===== src/design/ecc_unit_pkg.sv =====
// Shared constants, register map and code-construction helpers for the ECC unit
package ecc_unit_pkg;

  // Word geometry
  localparam int DEFAULT_DATA_W = 16;  // Documented single-unit width
  localparam int MAX_DATA_W     = 80;  // Widest word the code layout supports
  localparam int MAX_CHK_W      = 8;   // Check bits at the widest word
  localparam int BYTE_W         = 8;   // Lane width for output masking

  // Wishbone register byte offsets
  localparam logic [7:0] CTRL_OFS   = 8'h00;  // Control
  localparam logic [7:0] STATUS_OFS = 8'h04;  // Sticky event flags, write one to clear
  localparam logic [7:0] MASK_OFS   = 8'h08;  // Interrupt enables, same layout as status
  localparam logic [7:0] SYND_OFS   = 8'h0C;  // Latched syndrome and live error flags
  localparam logic [7:0] COUNT_OFS  = 8'h10;  // Correctable error counter

  // Field positions
  localparam int CTRL_STROBE_BIT = 0;  // Use input latch strobe for read data
  localparam int EVT_CE_BIT      = 0;  // Correctable error seen on a read
  localparam int EVT_UE_BIT      = 1;  // Uncorrectable error seen on a read
  localparam int EVT_RMW_BIT     = 2;  // Read-modify-write turnaround seen
  localparam int EVT_W           = 3;  // Number of event bits
  localparam int SYND_ERR_BIT    = 8;  // Live error flag in syndrome register
  localparam int SYND_CE_BIT     = 9;  // Live correctable flag in syndrome register
  localparam int COUNT_W         = 16; // Width of correctable error counter

  // Values after reset
  localparam logic [31:0]      CTRL_RST   = 32'h0000_0000;
  localparam logic [EVT_W-1:0] STATUS_RST = 3'h0;
  localparam logic [EVT_W-1:0] MASK_RST   = 3'h0;

  // Hamming bits needed so that 2^r covers data plus check positions
  function automatic int ham_bits(input int w);
    int r;
    r = 1;
    while ((1 << r) < (w + r + 1)) r = r + 1;
    return r;
  endfunction

  // Codeword position of a data bit: the idx-th position that is no power of two
  function automatic int data_pos(input int idx);
    int p;
    int n;
    n = 0;
    data_pos = 0;
    for (p = 3; p < 128; p++) begin
      if ((p & (p - 1)) != 0) begin
        if ((n == idx) && (data_pos == 0)) data_pos = p;
        n = n + 1;
      end
    end
  endfunction

endpackage

===== src/design/ecc_check_gen.sv =====
// Check-bit generator: Hamming bits plus overall parity over a data word
module ecc_check_gen
  import ecc_unit_pkg::*;
#(
  parameter int DATA_W = DEFAULT_DATA_W,
  parameter int HAM_W  = ham_bits(DEFAULT_DATA_W)
) (
  input  wire logic [DATA_W-1:0] i_data,
  output logic      [HAM_W-1:0]  o_ham,
  output logic                   o_par
);

  // Column masks: data bit i feeds Hamming bit j when its position has bit j set
  logic [HAM_W-1:0] sel [DATA_W];  // Per data bit, which check bits it drives

  genvar gi;
  genvar gj;
  generate
    for (gi = 0; gi < DATA_W; gi++) begin : g_pos
      assign sel[gi] = HAM_W'(data_pos(gi));
    end
    for (gj = 0; gj < HAM_W; gj++) begin : g_ham
      logic [DATA_W-1:0] hits;  // Data bits covered by this check bit
      for (gi = 0; gi < DATA_W; gi++) begin : g_cov
        assign hits[gi] = i_data[gi] & sel[gi][gj];
      end
      assign o_ham[gj] = ^hits;
    end
  endgenerate

  // Overall parity spans data and Hamming bits, giving double-error detection
  assign o_par = (^i_data) ^ (^o_ham);

endmodule


===== src/design/ecc_syndrome_decode.sv =====
// Syndrome decoder: one-hot flip mask and error classification
module ecc_syndrome_decode
  import ecc_unit_pkg::*;
#(
  parameter int DATA_W = DEFAULT_DATA_W,
  parameter int HAM_W  = ham_bits(DEFAULT_DATA_W)
) (
  input  wire logic [HAM_W:0]    i_syndrome,
  output logic      [DATA_W-1:0] o_flip,
  output logic                   o_error,
  output logic                   o_correctable
);

  logic [HAM_W-1:0] s_ham;     // Position of a single error
  logic             s_par;     // Overall parity mismatch: odd number of errors
  logic             chk_only;  // Position is a check bit or the parity bit itself

  assign s_ham = i_syndrome[HAM_W-1:0];
  assign s_par = i_syndrome[HAM_W];

  // One strobe per data bit, only for single errors
  genvar gi;
  generate
    for (gi = 0; gi < DATA_W; gi++) begin : g_flip
      assign o_flip[gi] = s_par & (s_ham == HAM_W'(data_pos(gi)));
    end
  endgenerate

  // Power-of-two or zero positions are check bits; data stays untouched
  assign chk_only = ((s_ham & (s_ham - HAM_W'(1))) == '0);

  // Zero syndrome is a clean word; any other value flags an error
  assign o_error       = |i_syndrome;
  // Odd error count at a real position is correctable; even count is not
  assign o_correctable = s_par & (chk_only | (|o_flip));

endmodule


===== src/design/ecc_unit.sv =====
// ECC detect/correct unit with split RAM and system data buses, Wishbone status
// Behaviour
// - check bit count follows data word width
// - one unit spans 8 to 80 bits
// - read inputs latched only with strobe used
// - raw read data feeds output and generator
// - compare forms syndrome naming the bad bit
// - syndrome decoded one-hot flips bad bit
// - syndrome decode drives the error outputs
// - data outputs enabled per byte by mask
// - write data generates check bits out
// - check output shows syndrome on reads
// - read/write select chooses compare or generate
// - falling read/write edge latches syndrome, drives checks
// - single error corrected, double error detected
// - mismatch raises error flag, correctable flag only when correctable
// - outputs corrected only when correctable
// - correction off still flags and decodes
module ecc_unit
  import ecc_unit_pkg::*;
#(
  parameter int DATA_W = DEFAULT_DATA_W  // Multiple of eight, 8 to 80
) (
  input  wire logic                           i_clk,
  input  wire logic                           i_nrst,
  // Wishbone classic slave
  input  wire logic                           i_wb_cyc,
  input  wire logic                           i_wb_stb,
  input  wire logic                           i_wb_we,
  input  wire logic [7:0]                     i_wb_adr,
  input  wire logic [31:0]                    i_wb_dat,
  input  wire logic [3:0]                     i_wb_sel,
  output logic      [31:0]                    o_wb_dat,
  output logic                                o_wb_ack,
  output logic                                o_irq,
  // RAM side
  input  wire logic [DATA_W-1:0]              i_ram_data_in_bus,
  input  wire logic [ham_bits(DATA_W):0]      i_stored_check_in_bus,
  input  wire logic                           i_input_latch_strobe,
  // Controller side
  input  wire logic                           i_read_write,
  input  wire logic                           i_correction_enable_n,
  input  wire logic [DATA_W/BYTE_W-1:0]       i_byte_output_mask_n,
  // System data pins, two-way
  input  wire logic [DATA_W-1:0]              i_data_out_write_in_bus,
  output logic      [DATA_W-1:0]              o_data_out_write_in_bus,
  output logic      [DATA_W-1:0]              o_data_out_write_in_oe,
  // Syndrome or check bits toward RAM and controller
  output logic      [ham_bits(DATA_W):0]      o_syndrome_checkbit_out_bus,
  output logic                                o_error,
  output logic                                o_correctable_error
);

  // Check width follows the word: Hamming bits plus one overall parity
  localparam int HAM_W  = ham_bits(DATA_W);
  localparam int CHK_W  = HAM_W + 1;
  localparam int NBYTES = DATA_W / BYTE_W;

  // ---------------------------------------------------------------- Registers
  logic                   strobe_use_reg;   // Software selects latched read inputs
  logic [EVT_W-1:0]       status_reg;       // Sticky events
  logic [EVT_W-1:0]       mask_reg;         // Interrupt enables
  logic [COUNT_W-1:0]     count_reg;        // Correctable errors seen
  logic [DATA_W-1:0]      lat_data_reg;     // Strobed read data
  logic [CHK_W-1:0]       lat_chk_reg;      // Strobed stored check bits
  logic [DATA_W-1:0]      hold_data_reg;    // Last corrected read word
  logic [CHK_W-1:0]       hold_syn_reg;     // Syndrome frozen at read-to-write turn
  logic                   rw_prev_reg;      // Read/write select one cycle back
  logic                   ack_reg;          // Wishbone acknowledge
  logic [31:0]            wb_dat_reg;       // Wishbone read data
  logic                   irq_reg;          // Interrupt level
  logic [DATA_W-1:0]      dout_reg;         // Data pin value
  logic [DATA_W-1:0]      doe_reg;          // Data pin enables
  logic [CHK_W-1:0]       cbo_reg;          // Syndrome or check bits out
  logic                   err_reg;          // Error flag out
  logic                   ce_reg;           // Correctable flag out

  // ------------------------------------------------------------- Datapath nets
  logic [DATA_W-1:0]      rd_data;          // Read word in use
  logic [CHK_W-1:0]       rd_chk;           // Stored check bits in use
  logic [HAM_W-1:0]       rd_gen_ham;       // Regenerated Hamming bits
  logic                   rd_gen_par;       // Regenerated overall parity
  logic [CHK_W-1:0]       syndrome;         // Generated versus stored
  logic [DATA_W-1:0]      flip;             // One-hot bit to invert
  logic                   dec_err;          // Any mismatch
  logic                   dec_ce;           // Mismatch is correctable
  logic                   correct_en;       // Correction enabled
  logic [DATA_W-1:0]      corrected;        // Word after optional correction
  logic [DATA_W-1:0]      wr_data;          // Word whose check bits go to memory
  logic [HAM_W-1:0]       wr_ham;           // Write Hamming bits
  logic                   wr_par;           // Write overall parity
  logic                   rd_cycle;         // Read cycle in progress
  logic                   rmw_edge;         // Falling read/write edge
  logic [EVT_W-1:0]       events;           // Events this cycle
  logic                   wb_req;           // Active bus request
  logic                   wb_fire;          // Write commits at the acknowledged edge
  logic [31:0]            rd_mux;           // Register read value
  logic [EVT_W-1:0]       status_next;      // Status after set and clear

  assign rd_cycle   = i_read_write;
  assign correct_en = ~i_correction_enable_n;
  assign rmw_edge   = rw_prev_reg & ~i_read_write;

  // Read inputs pass straight through unless software asks for the strobe latch
  assign rd_data = strobe_use_reg ? lat_data_reg : i_ram_data_in_bus;
  assign rd_chk  = strobe_use_reg ? lat_chk_reg  : i_stored_check_in_bus;

  // Regenerate check bits from the raw read word, in parallel with the output path
  ecc_check_gen #(
    .DATA_W (DATA_W),
    .HAM_W  (HAM_W)
  ) u_rd_gen (
    .i_data (rd_data),
    .o_ham  (rd_gen_ham),
    .o_par  (rd_gen_par)
  );

  // Hamming part compares bits; parity part checks the whole received codeword
  assign syndrome = {rd_gen_par ^ (^rd_gen_ham) ^ (^rd_chk),
                     rd_gen_ham ^ rd_chk[HAM_W-1:0]};

  ecc_syndrome_decode #(
    .DATA_W (DATA_W),
    .HAM_W  (HAM_W)
  ) u_decode (
    .i_syndrome    (syndrome),
    .o_flip        (flip),
    .o_error       (dec_err),
    .o_correctable (dec_ce)
  );

  // Decode always runs; the enable only gates the inversion, so turning it on
  // takes effect on the next word without any warm-up
  assign corrected = rd_data ^ (correct_en ? flip : '0);

  // Write word: lanes the unit drives carry the held old word, the rest come
  // from the pins, which merges a new byte into a corrected old word
  genvar gb;
  generate
    for (gb = 0; gb < NBYTES; gb++) begin : g_lane
      assign wr_data[gb*BYTE_W +: BYTE_W] = i_byte_output_mask_n[gb]
          ? hold_data_reg[gb*BYTE_W +: BYTE_W]
          : i_data_out_write_in_bus[gb*BYTE_W +: BYTE_W];
    end
  endgenerate

  ecc_check_gen #(
    .DATA_W (DATA_W),
    .HAM_W  (HAM_W)
  ) u_wr_gen (
    .i_data (wr_data),
    .o_ham  (wr_ham),
    .o_par  (wr_par)
  );

  // ------------------------------------------------------- Input latch strobe
  // Capture on any rising clock edge with the strobe high; without it the latch sits idle
  always_ff @(posedge i_clk or negedge i_nrst) begin
    if (!i_nrst) begin
      lat_data_reg <= '0;
      lat_chk_reg  <= '0;
    end else if (i_input_latch_strobe) begin
      lat_data_reg <= i_ram_data_in_bus;
      lat_chk_reg  <= i_stored_check_in_bus;
    end
  end

  // ------------------------------------------------- Read-to-write turnaround
  // Holding updates only during reads, so the word and syndrome freeze at the
  // falling select edge and stay for the write-back half
  always_ff @(posedge i_clk or negedge i_nrst) begin
    if (!i_nrst) begin
      hold_data_reg <= '0;
      hold_syn_reg  <= '0;
    end else if (rd_cycle) begin
      hold_data_reg <= corrected;
      hold_syn_reg  <= syndrome;
    end
  end

  // Edge detector on the select; resets to read, so a select low at reset release reads as an edge
  always_ff @(posedge i_clk or negedge i_nrst) begin
    if (!i_nrst) begin
      rw_prev_reg <= 1'h1;
    end else begin
      rw_prev_reg <= i_read_write;
    end
  end

  // ------------------------------------------------------------ Pin outputs
  // Data pins: raw or corrected word on reads, held word on the write half
  always_ff @(posedge i_clk or negedge i_nrst) begin
    if (!i_nrst) begin
      dout_reg <= '0;
    end else if (rd_cycle) begin
      dout_reg <= corrected;
    end else begin
      dout_reg <= hold_data_reg;
    end
  end

  // Byte lanes drive only while their mask is high
  genvar gk;
  generate
    for (gk = 0; gk < NBYTES; gk++) begin : g_oe
      always_ff @(posedge i_clk or negedge i_nrst) begin
        if (!i_nrst) begin
          doe_reg[gk*BYTE_W +: BYTE_W] <= '0;
        end else begin
          doe_reg[gk*BYTE_W +: BYTE_W] <= {BYTE_W{i_byte_output_mask_n[gk]}};
        end
      end
    end
  endgenerate

  // Check pins: syndrome while reading, generated check bits while writing
  always_ff @(posedge i_clk or negedge i_nrst) begin
    if (!i_nrst) begin
      cbo_reg <= '0;
    end else if (rd_cycle) begin
      cbo_reg <= syndrome;
    end else begin
      cbo_reg <= {wr_par, wr_ham};
    end
  end

  // Error flags belong to reads only; writes show them inactive
  always_ff @(posedge i_clk or negedge i_nrst) begin
    if (!i_nrst) begin
      err_reg <= 1'h0;
      ce_reg  <= 1'h0;
    end else begin
      err_reg <= rd_cycle & dec_err;
      ce_reg  <= rd_cycle & dec_ce;
    end
  end

  // --------------------------------------------------------------- Events
  assign events[EVT_CE_BIT]  = rd_cycle & dec_ce;
  assign events[EVT_UE_BIT]  = rd_cycle & dec_err & ~dec_ce;
  assign events[EVT_RMW_BIT] = rmw_edge;

  // ---------------------------------------------------------- Wishbone slave
  assign wb_req  = i_wb_cyc & i_wb_stb;
  // Writes land on the edge where the master sees ack, never earlier
  assign wb_fire = wb_req & i_wb_we & ack_reg & i_wb_sel[0];

  // Acknowledge one cycle after the request, drop the cycle after
  always_ff @(posedge i_clk or negedge i_nrst) begin
    if (!i_nrst) begin
      ack_reg <= 1'h0;
    end else begin
      ack_reg <= wb_req & ~ack_reg;
    end
  end

  // Register read mux; unmapped offsets read zero and ignore writes
  always_comb begin
    rd_mux = 32'h0000_0000;
    unique case (i_wb_adr)
      CTRL_OFS:   rd_mux[CTRL_STROBE_BIT] = strobe_use_reg;
      STATUS_OFS: rd_mux[EVT_W-1:0]       = status_reg;
      MASK_OFS:   rd_mux[EVT_W-1:0]       = mask_reg;
      SYND_OFS: begin
        rd_mux[CHK_W-1:0]   = hold_syn_reg;
        rd_mux[SYND_ERR_BIT] = err_reg;
        rd_mux[SYND_CE_BIT]  = ce_reg;
      end
      COUNT_OFS:  rd_mux[COUNT_W-1:0]     = count_reg;
      default:    rd_mux = 32'h0000_0000;
    endcase
  end

  // Read data captured with the request and held through the ack
  always_ff @(posedge i_clk or negedge i_nrst) begin
    if (!i_nrst) begin
      wb_dat_reg <= 32'h0000_0000;
    end else if (wb_req & ~ack_reg) begin
      wb_dat_reg <= rd_mux;
    end
  end

  // Control register
  always_ff @(posedge i_clk or negedge i_nrst) begin
    if (!i_nrst) begin
      strobe_use_reg <= CTRL_RST[CTRL_STROBE_BIT];
    end else if (wb_fire && (i_wb_adr == CTRL_OFS)) begin
      strobe_use_reg <= i_wb_dat[CTRL_STROBE_BIT];
    end
  end

  // Mask register
  always_ff @(posedge i_clk or negedge i_nrst) begin
    if (!i_nrst) begin
      mask_reg <= MASK_RST;
    end else if (wb_fire && (i_wb_adr == MASK_OFS)) begin
      mask_reg <= i_wb_dat[EVT_W-1:0];
    end
  end

  // Status: clear first, then set, so an event in the clearing cycle survives
  always_comb begin
    status_next = status_reg;
    if (wb_fire && (i_wb_adr == STATUS_OFS)) begin
      status_next = status_next & ~i_wb_dat[EVT_W-1:0];
    end
    status_next = status_next | events;
  end

  always_ff @(posedge i_clk or negedge i_nrst) begin
    if (!i_nrst) begin
      status_reg <= STATUS_RST;
    end else begin
      status_reg <= status_next;
    end
  end

  // Correctable error counter, saturating; a write to COUNT_OFS clears it
  always_ff @(posedge i_clk or negedge i_nrst) begin
    if (!i_nrst) begin
      count_reg <= '0;
    end else if (wb_fire && (i_wb_adr == COUNT_OFS)) begin
      count_reg <= '0;
    end else if (events[EVT_CE_BIT] && (count_reg != '1)) begin
      count_reg <= count_reg + COUNT_W'(1);
    end
  end

  // Interrupt level from current sticky bits and enables
  always_ff @(posedge i_clk or negedge i_nrst) begin
    if (!i_nrst) begin
      irq_reg <= 1'h0;
    end else begin
      irq_reg <= |(status_next & mask_reg);
    end
  end

  // ---------------------------------------------------------------- Outputs
  assign o_wb_dat                    = wb_dat_reg;
  assign o_wb_ack                    = ack_reg;
  assign o_irq                       = irq_reg;
  assign o_data_out_write_in_bus     = dout_reg;
  assign o_data_out_write_in_oe      = doe_reg;
  assign o_syndrome_checkbit_out_bus = cbo_reg;
  assign o_error                     = err_reg;
  assign o_correctable_error         = ce_reg;

endmodule


===== config.mk =====
export PLATFORM = sky130hd
export DESIGN_NAME = ecc_unit
export DESIGN_NICKNAME = d
export VERILOG_FILES = /design/src/design/ecc_unit_pkg.sv /design/src/design/ecc_check_gen.sv /design/src/design/ecc_syndrome_decode.sv /design/src/design/ecc_unit.sv
export SDC_FILE = /design/constraint.sdc
export NUM_CORES = 1
export LEC_CHECK = 0
export ABC_AREA = 1
export BUFFER_PORTS_ARGS = -buffer_cell sky130_fd_sc_hd__buf_2
export CORE_MARGIN = 2
export CORE_UTILIZATION = 50
export DETAILED_ROUTE_END_ITERATION = 8
export GPL_ROUTABILITY_DRIVEN = 0
export HOLD_SLACK_MARGIN = 0.06
export PLACE_DENSITY_LB_ADDON = 0.08
export SYNTH_ARGS = -nofsm -noshare
export SYNTH_HDL_FRONTEND = slang
export SYNTH_SLANG_ARGS = --single-unit

===== constraint.sdc =====
create_clock -name i_clk -period 2.85 [get_ports i_clk]
set_input_delay 0.57 -clock i_clk [delete_from_list [all_inputs] [get_ports i_clk]]
set_output_delay 0.57 -clock i_clk [all_outputs]
set_load 0.1 [all_outputs]

==> results of run 1 <==
## metal layers
layer,part of all wire,vias to the layer above
met4,0.020,0
met1,0.45,3142
li1,-,3493
met2,0.48,183
met5,0,-
met3,0.052,35
## report_power, final
part | leakage [uW] | internal (uW) | total (uW) | switching, uW
combinational | 0.00344 | 788 | 2640 | 1850
clock | 0.000141 | 612 | 1210 | 597
sequential | 0.00119 | 1580 | 1750 | 169
total | 0.00477 | 2980 | 5590 | 2620
## cells by family after synthesis
group                      after synthesis  synth area share
and+or+nand+nor                        581            0.3393
xor gates and xnor gates                71           0.09209
DFF                                     96            0.3517
other                                    1         0.0005487
muxes                                    8           0.01208
buffers and inverters                  174            0.1208
adders and majority gates                1          0.001831
AOI/OAI and AO/OA                      104           0.08166
## cells in the mapped netlist, types with 3 or more instances
cell type,number,area share
xnor2_1,19,0.024
nor2_1,48,0.026
o31ai_1,8,0.0088
mux2i_1,6,0.0088
clkbuf_1,15,0.0082
nand2_1,456,0.25
nor3_1,12,0.0088
nor2_2,3,0.0027
nand3_1,40,0.029
inv_1,108,0.059
nor4_1,4,0.0037
buf_4,32,0.035
buf_2,6,0.0044
buf_6,6,0.0099
inv_2,7,0.0038
o21ai_1,16,0.012
xor2_1,51,0.065
o21ai_0,60,0.044
nand2_2,9,0.0082
dfrtp_1,95,0.35
a21oi_1,13,0.0095
nand4_1,4,0.0037
## worst max path at each step
stage	end	slack, ns
after detailed placement	count_reg[0]$_DFFE_PN0P_	-0.08
after floorplan	o_syndrome_checkbit_out_bus[5]$_DFF_PN0_	0.15
after CTS	count_reg[0]$_DFFE_PN0P_	0.02
after global placement	o_irq$_DFF_PN0_	-0.009
after global routing	count_reg[0]$_DFFE_PN0P_	-0.27
final	count_reg[15]$_DFFE_PN0P_	-0.11
## metrics by stage
step	instance area, um2	setup WS (ns)	hold WS [ns]	utilization	total power (uW)
after floorplan	6890	0.1538	0.2744	-	3635
after global placement	7795	-0.009396	0.4602	0.5863	4127
after detailed placement	7795	-0.08066	0.4660	0.5863	4159
after CTS	8205	0.01562	0.2526	0.6172	5393
after global routing	9057	-0.2707	0.2906	0.6813	5892
final	9057	-0.1112	0.2325	0.6813	5595
## cell type report
class                   instances  share of cell area
multi-input cells             781              0.4677
flip-flops and latches         96              0.2655
repair buffers                199              0.1609
inverters                     115             0.04932
clock buffers                   9             0.02487
well taps                     176             0.02431
clock inverters                 7            0.007321
## worst max-delay path, delay by kind of cell, from the launching register on
kind | cells | cell delay [ns]
AO/OA/AOI/OAI | 1 | 0.05
flip-flops | 1 | 0.49
AND/OR/NAND/NOR | 11 | 1.05
buffers and inverters | 6 | 0.84
XOR/XNOR | 2 | 0.40
## timing repair
item | 4_1_cts | 5_1_grt
gates cloned | 2 | 8
hold buffers | 0 | 0
pin swaps | 4 | 31
resized for setup | 23 | 174
setup endpoints to repair | 18 | 27
buffers inserted | 0 | 15
==> results.md, run 1 <==
- The tree is rooted in a clkbuf_16.
- The netlist uses 36 different library cells.
- In this design, the critical path's most frequently occurring cell is nand2_1.
- In this design, the stage delay of the slowest critical-path cell is between 0.4 and 0.5 ns.
- The floorplan core area is 13,300 um2.
- The slack of the worst reg-to-reg path is -0.11 ns.
- The min-delay analysis places its worst path in the category in -> async.
- A synthesized cell averages around 6.6 um2.
- The met2 track utilization from global routing is 0.3971.
- Power spread over the standard cell area amounts to approximately 620 nW/um2.
- The clock latency of the later-clocked register in the worst-skew pair is around 0.36 ns.
- The post-synthesis sequential element count is 96.
- In the post-route analysis, the smallest setup slack over all paths is -0.1112 ns.
- The number of antenna diodes in the final layout is 0.
- The number of cell rows is 42.
- The clock input transition at the sequential cells of the worst setup and hold paths is 0.07 ns.
- The top cell types in the final layout, fill and taps aside, are 332 x nand2_1, 116 x buf_2, 110 x nand2_2.
- The largest buffer count on any clock path is 2.
- In this run the vertical extent of the chip is about 120 um.
- The number of flops mapped to enable cells by yosys is 0.
- For this run the aggregate overflow at the end of global routing stands at 0.
- The first-pass GRT wire length is roughly 28 mm.
- The run finished, with violations left.
- The critical path data arrival time is 3.21 ns.
- Setup repair after global routing could not meet its margin everywhere.
- Once detailed placement completed, the half-perimeter wirelength came to 12.75 mm.
- At the pin with the least slew margin, the transition time is approximately 0.65 ns.
- The number of input and output port buffers inserted is ~120.
- The average wire length per cell after detail routing is around 13 um.
- The die covers between 10,000 and 15,000 um2.
- The multi-input gate area in the final layout is ~4200 um2.
- The portion of the post-synthesis area used by sequential elements is 0.3517.
- The initial utilization of the core area, before any placement, comes to 0.5140.
- The width of the chip is approximately 120 um.
- TritonCTS built the clock tree.
- The register area is about 2400 um2.
- The number of global-route vias before repair is 5,966.
- Counting every sink on the clock net gives 96.
- In the global route stage, overall resource usage came out at 0.2389.
- On the critical path, the stage with the largest delay is an instance of dfrtp_2.
- Fill cells in the final layout number approximately 1,200.
- The max-cap violation count is 0.
- The final critical path time including I/O delays and setup is 2.961 ns.
- The worst reg2reg path depth is 20.
- The checks that failed: setup timing.
- The post-layout net count is around 1,300.
- For the final database, setup skew stands at 0.007037 ns.
- After the first detailed-routing iteration, the DRC count stood at between 300 and 400.
- The number of standard cells in the layout, taps in and fillers out is approximately 1,400.
- The cell count after placement is 1,342.
- The startpoint identified for the worst register-to-register timing path is strobe_use_reg$_DFFE_PN0P_.
- Traced cell by cell, the critical path runs through clkinv_8 -> clkbuf_16 -> nand2_1 -> nand2_2 -> buf_4 -> xnor2_1 -> inv_2 -> xor2_4 -> inv_2 -> nand3_4 -> nor2_4 -> nor2_2 -> nand2_1 -> nor2_2 -> nand3_2 -> nand3_2 -> nand2_4 -> clkbuf_16 -> nand2_1 -> o21ai_1.
- At the worst endpoint, the required time is around 3.1 ns.
- The share of final-layout standard cells stronger than drive strength 1 is 0.3223.
- In this run the remaining antenna-violating nets after routing total 0.
- For this run, asynchronously set or reset flops after synthesis account for 1.000.
- The final period utilization is 1.039.
- The path type of the worst setup path is reg -> reg.
- Dividing the detail-routed via count by the number of cells gives about 5.0.
- The residual DRC count is 0.
- In the final timing run, aggregate negative setup slack is -1.592 ns.
- The worst register-to-register path ends at count_reg[15]$_DFFE_PN0P_.
- In the synthesized netlist, the number of instances is roughly 1,000.
- The count of pins on the block boundary is around 170.
- The flip-flop cell with the highest count after synthesis is dfrtp_1.
- The leakage component of the power is roughly 0.0048 uW.
- The initial antenna violation count was 0.
- The final number of max-transition violations is 0.
- The via count is around 6,900.
- The layer with the highest usage is met2.
- Entering global routing, the biggest net connects 52 pins.
- The peak fanout along the critical path is 10.
- In this run the cell area of the synthesized design comes to between 6000 and 7000 um2.
- Compared with the post-synthesis result, the final layout area differs by 32.53%.
- The pre-antenna-repair detailed-routing pass consisted of 5 iterations.
- The worst voltage drop across the vdd grid is approximately 0.27 mV.
- The level count of the clock H-tree is 3.
- The number of synthesis warnings is 0.
- The number of setup violations in the final report is 18.
- The most common cell after layout, fill and taps aside is nand2_1.
- Wires add up to between 15 and 20 mm.
- The worst setup path is launched from a flop.
- The met1 routing resource usage after global routing is 0.3286.
- The number of CTS-inserted buffers is 9.
- The worst pin sits at a relative slew slack of 0.5671.
- In the global route stage, met3 resource usage came out at 0.02961.
- For this run, the top clock speed supported by timing is roughly 340 MHz.
- The endpoint type of the worst setup path is a flop.
- The start point of the critical path is strobe_use_reg$_DFFE_PN0P_.
- The number of hold violations in the final report came to 0.
Note: power is estimated with default switching activity, not from simulation.
==> run 2: changes to the inputs <==
--- a/config.mk
+++ b/config.mk
@@ -14,4 +14,5 @@
 export HOLD_SLACK_MARGIN = 0.06
 export PLACE_DENSITY_LB_ADDON = 0.08
+export RECOVER_POWER = 25
 export SYNTH_ARGS = -nofsm -noshare
 export SYNTH_HDL_FRONTEND = slang
==> constraint.sdc (replaced) <==
create_clock -name i_clk -period 2.85 [get_ports i_clk]
set_input_delay 0.4275 -clock i_clk [delete_from_list [all_inputs] [get_ports i_clk]]
set_output_delay 0.4275 -clock i_clk [all_outputs]
set_load 0.1 [all_outputs]
==> results.md, run 2 (same netlist as run 1, synthesis figures left out) <==
- The flow ran to the end, but the final reports show violations.
- The checks that failed: setup timing.
- The post-layout net count is 1,298 (+0.23%).
- The data required time at the worst endpoint is 3.10 ns (about the same).
- The setup clock skew after layout is 0.01189 ns (+0.004856 ns).
- The residual DRC count is 0 (unchanged).
- The final number of max-transition violations is 0 (unchanged).
- The overall routing resource usage came to 0.2362 (-0.002715).
- The critical path in this run is classified as reg -> reg.
- The width of the chip was 120.9 um (unchanged).
- The total power is 5740 uW (+2.6%).
- The count of TritonRoute iterations in the first routing pass is 6 (+1).
- STA classifies the critical path startpoint as a flop.
- The via count is 6,929 (+1.1%).
- The number of hold violations in the final report is 0 (unchanged).
- The final critical path time including I/O delays and setup is 2.932 ns (-0.02927 ns).
- The type of the most critical hold path is in -> reg.
- The critical path data arrival time is 3.18 ns (-0.03 ns).
- The hold buffer count at cts is 0 (unchanged).
- The level count of the clock H-tree is 3 (unchanged).
- The cell count after placement is 1,345 (+0.22%).
- The tightest slew margin relative to the limit is 0.2160 (-0.3512).
- The startpoint identified for the worst register-to-register timing path is strobe_use_reg$_DFFE_PN0P_.
- The first-pass GRT wire length is 27.88 mm (-0.74%).
- The final setup slack of the worst path came to -0.08190 ns (+0.02927 ns).
- The number of cell rows is 42 (unchanged).
- The number of setup violations in the final report is 18 (unchanged).
- The number of CTS-inserted buffers is 9 (unchanged).
- The largest buffer count on any clock path is 2 (unchanged).
- The fmax is 341.1 MHz (+1.0%).
- Leaving out fill and tap cells, the most frequent cell in the layout is nand2_1.
- The power density over cell area is 626.0 nW/um2 (+1.3%).
- The number of global-route vias before repair was 5,951 (-0.25%).
- The critical hold path startpoint is i_read_write.
- The vertical die dimension is 120.9 um (unchanged).
- The clock tree from TritonCTS is done.
- The final period utilization is 1.029 (-0.01027).
- The count of pins on the block boundary is 166 (unchanged).
- The leakage component of the power is 0.004816 uW (+0.93%).
- CTS placed an instance of clkbuf_16 at the clock tree root.
- The effective utilization at floorplan was 0.5140 (unchanged).
- The global-route congestion overflow total is 0 (unchanged).
- The peak fanout along the critical path is 8 (-2).
- The number of input and output port buffers inserted was 117 (unchanged).
- The share of final-layout standard cells stronger than drive strength 1 is 0.3331 (+0.01077).
- The average via count per standard cell was 4.999 (+0.89%).
- The number of nets with antenna violations after detailed routing came to 0 (unchanged).
- In the layout the commonest cells are 325 x nand2_1, 114 x buf_2, 104 x inv_1.
- In this run the worst setup path begins at strobe_use_reg$_DFFE_PN0P_.
- The worst setup slack before clock tree synthesis is -0.03513 ns (+0.04553 ns).
- The number of standard cells in the layout, taps in and fillers out is 1,386 (+0.22%).
- The number of sinks driven by the clock tree is 96 (unchanged).
- The clock input transition at the sequential cells of the worst setup and hold paths is 0.07 ns (about the same).
- The max-cap violation count is 0 (unchanged).
- The clock latency of the later-clocked register in the worst-skew pair is 0.36 ns (about the same).
- The setup total negative slack is -1.038 ns (+0.5540 ns).
- Compared with the post-synthesis result, the final layout area differs by 34.16%.
- Setup repair after global routing could not meet its margin everywhere.
- The initial antenna violation count came to 0 (unchanged).
- The average wire length per cell after detail routing came to 13.28 um (-1.5%).
- The transition time at the pin with the least slew margin came to 1.176 ns (+0.5267 ns).
- The pin count of the biggest net entering global routing is 46 (-12%).
- The DRC marker count from the first detailed-route iteration is 471 (+32%).
- The estimated wirelength of the detail-placed design is 12.87 mm (+0.91%).
- The worst voltage drop across the vdd grid is 0.4014 mV (+50%).
- The floorplan core area came to 13,300 um2 (unchanged).
- The total wirelength of the detailed-routed design is 18.41 mm (-1.3%).
- The area of the die is 14,620 um2 (unchanged).
- The endpoint type of the worst setup path is a flop.
- The number of antenna diodes is 0 (unchanged).
==> run 2: critical path, stage by stage, from the launching register on <==
cell	delay (ns)
dfrtp_2	0.48
inv_8	0.14
clkbuf_16	0.18
nand2_4	0.05
nand2_4	0.08
nand2_2	0.08
nand2_4	0.09
nand2_2	0.07
nand2_4	0.11
buf_12	0.12
xor2_4	0.20
inv_2	0.07
nand3_4	0.15
nor2_2	0.07
nor2_1	0.10
nand2_1	0.07
nor2_2	0.13
nand3_2	0.12
nand3_2	0.10
nand2_4	0.10
clkbuf_16	0.19
nand2_1	0.05
o21ai_1	0.05
==> run 2: routing by layer <==
metal  part of all wire  vias to the layer above  wire, um  GRT usage
met2               0.48                      206      8802     0.3810
met5                  0                        -         0          0
met3              0.054                       34       992    0.04840
met1               0.45                     3193      8259     0.3298
met4              0.019                        0       350    0.04797
li1                   -                     3496         -          -
==> run 2: final timing paths <==
check	to	cells after the start	slack, ns
setup / recovery	count_reg[6]$_DFFE_PN0P_	22	-0.08
hold / removal	rw_prev_reg$_DFF_PN1_	1	0.26
setup reg to reg	count_reg[6]$_DFFE_PN0P_	22	-0.08
hold reg to reg	o_wb_dat[11]$_DFFE_PN0P_	2	0.48
max in group asynchronous	count_reg[1]$_DFFE_PN0P_	2	0.99
min in group asynchronous	o_data_out_write_in_oe[8]$_DFF_PN0_	1	0.30
==> run 2: area by class of cell <==
class	instances	area, um2
well taps	176	220.2
multi-input cells	781	4358
inverters	115	441.7
flip-flops and latches	96	2405
repair buffers	202	1429
clock buffers	9	225.2
clock inverters	7	90.09
fillers	1126	4126
==> run 2: timing repair <==
| item | in CTS | in global routing |
|---|---|---|
| setup buffers | 1 | 16 |
| endpoints found under the setup margin | 16 | 27 |
| gates resized for setup | 18 | 206 |
| cloned | 1 | 7 |
| pin swaps | 0 | 53 |
==> run 2: where the power goes <==
group,switching (uW),internal [uW]
logic,1890,813
registers,166,1580
clock network,592,699
total,2650,3090
==> run 2: through the flow <==
stage | hold WS [ns] | area (um2) | utilization
6_report | 0.2584 | 9169 | 0.6896
5_1_grt | 0.2555 | 9169 | 0.6896
4_1_cts | 0.09957 | 8235 | 0.6194
3_5_place_dp | 0.4660 | 7818 | 0.5880
3_3_place_gp | 0.4592 | 7818 | 0.5880
2_1_floorplan | 0.1319 | 6890 | -
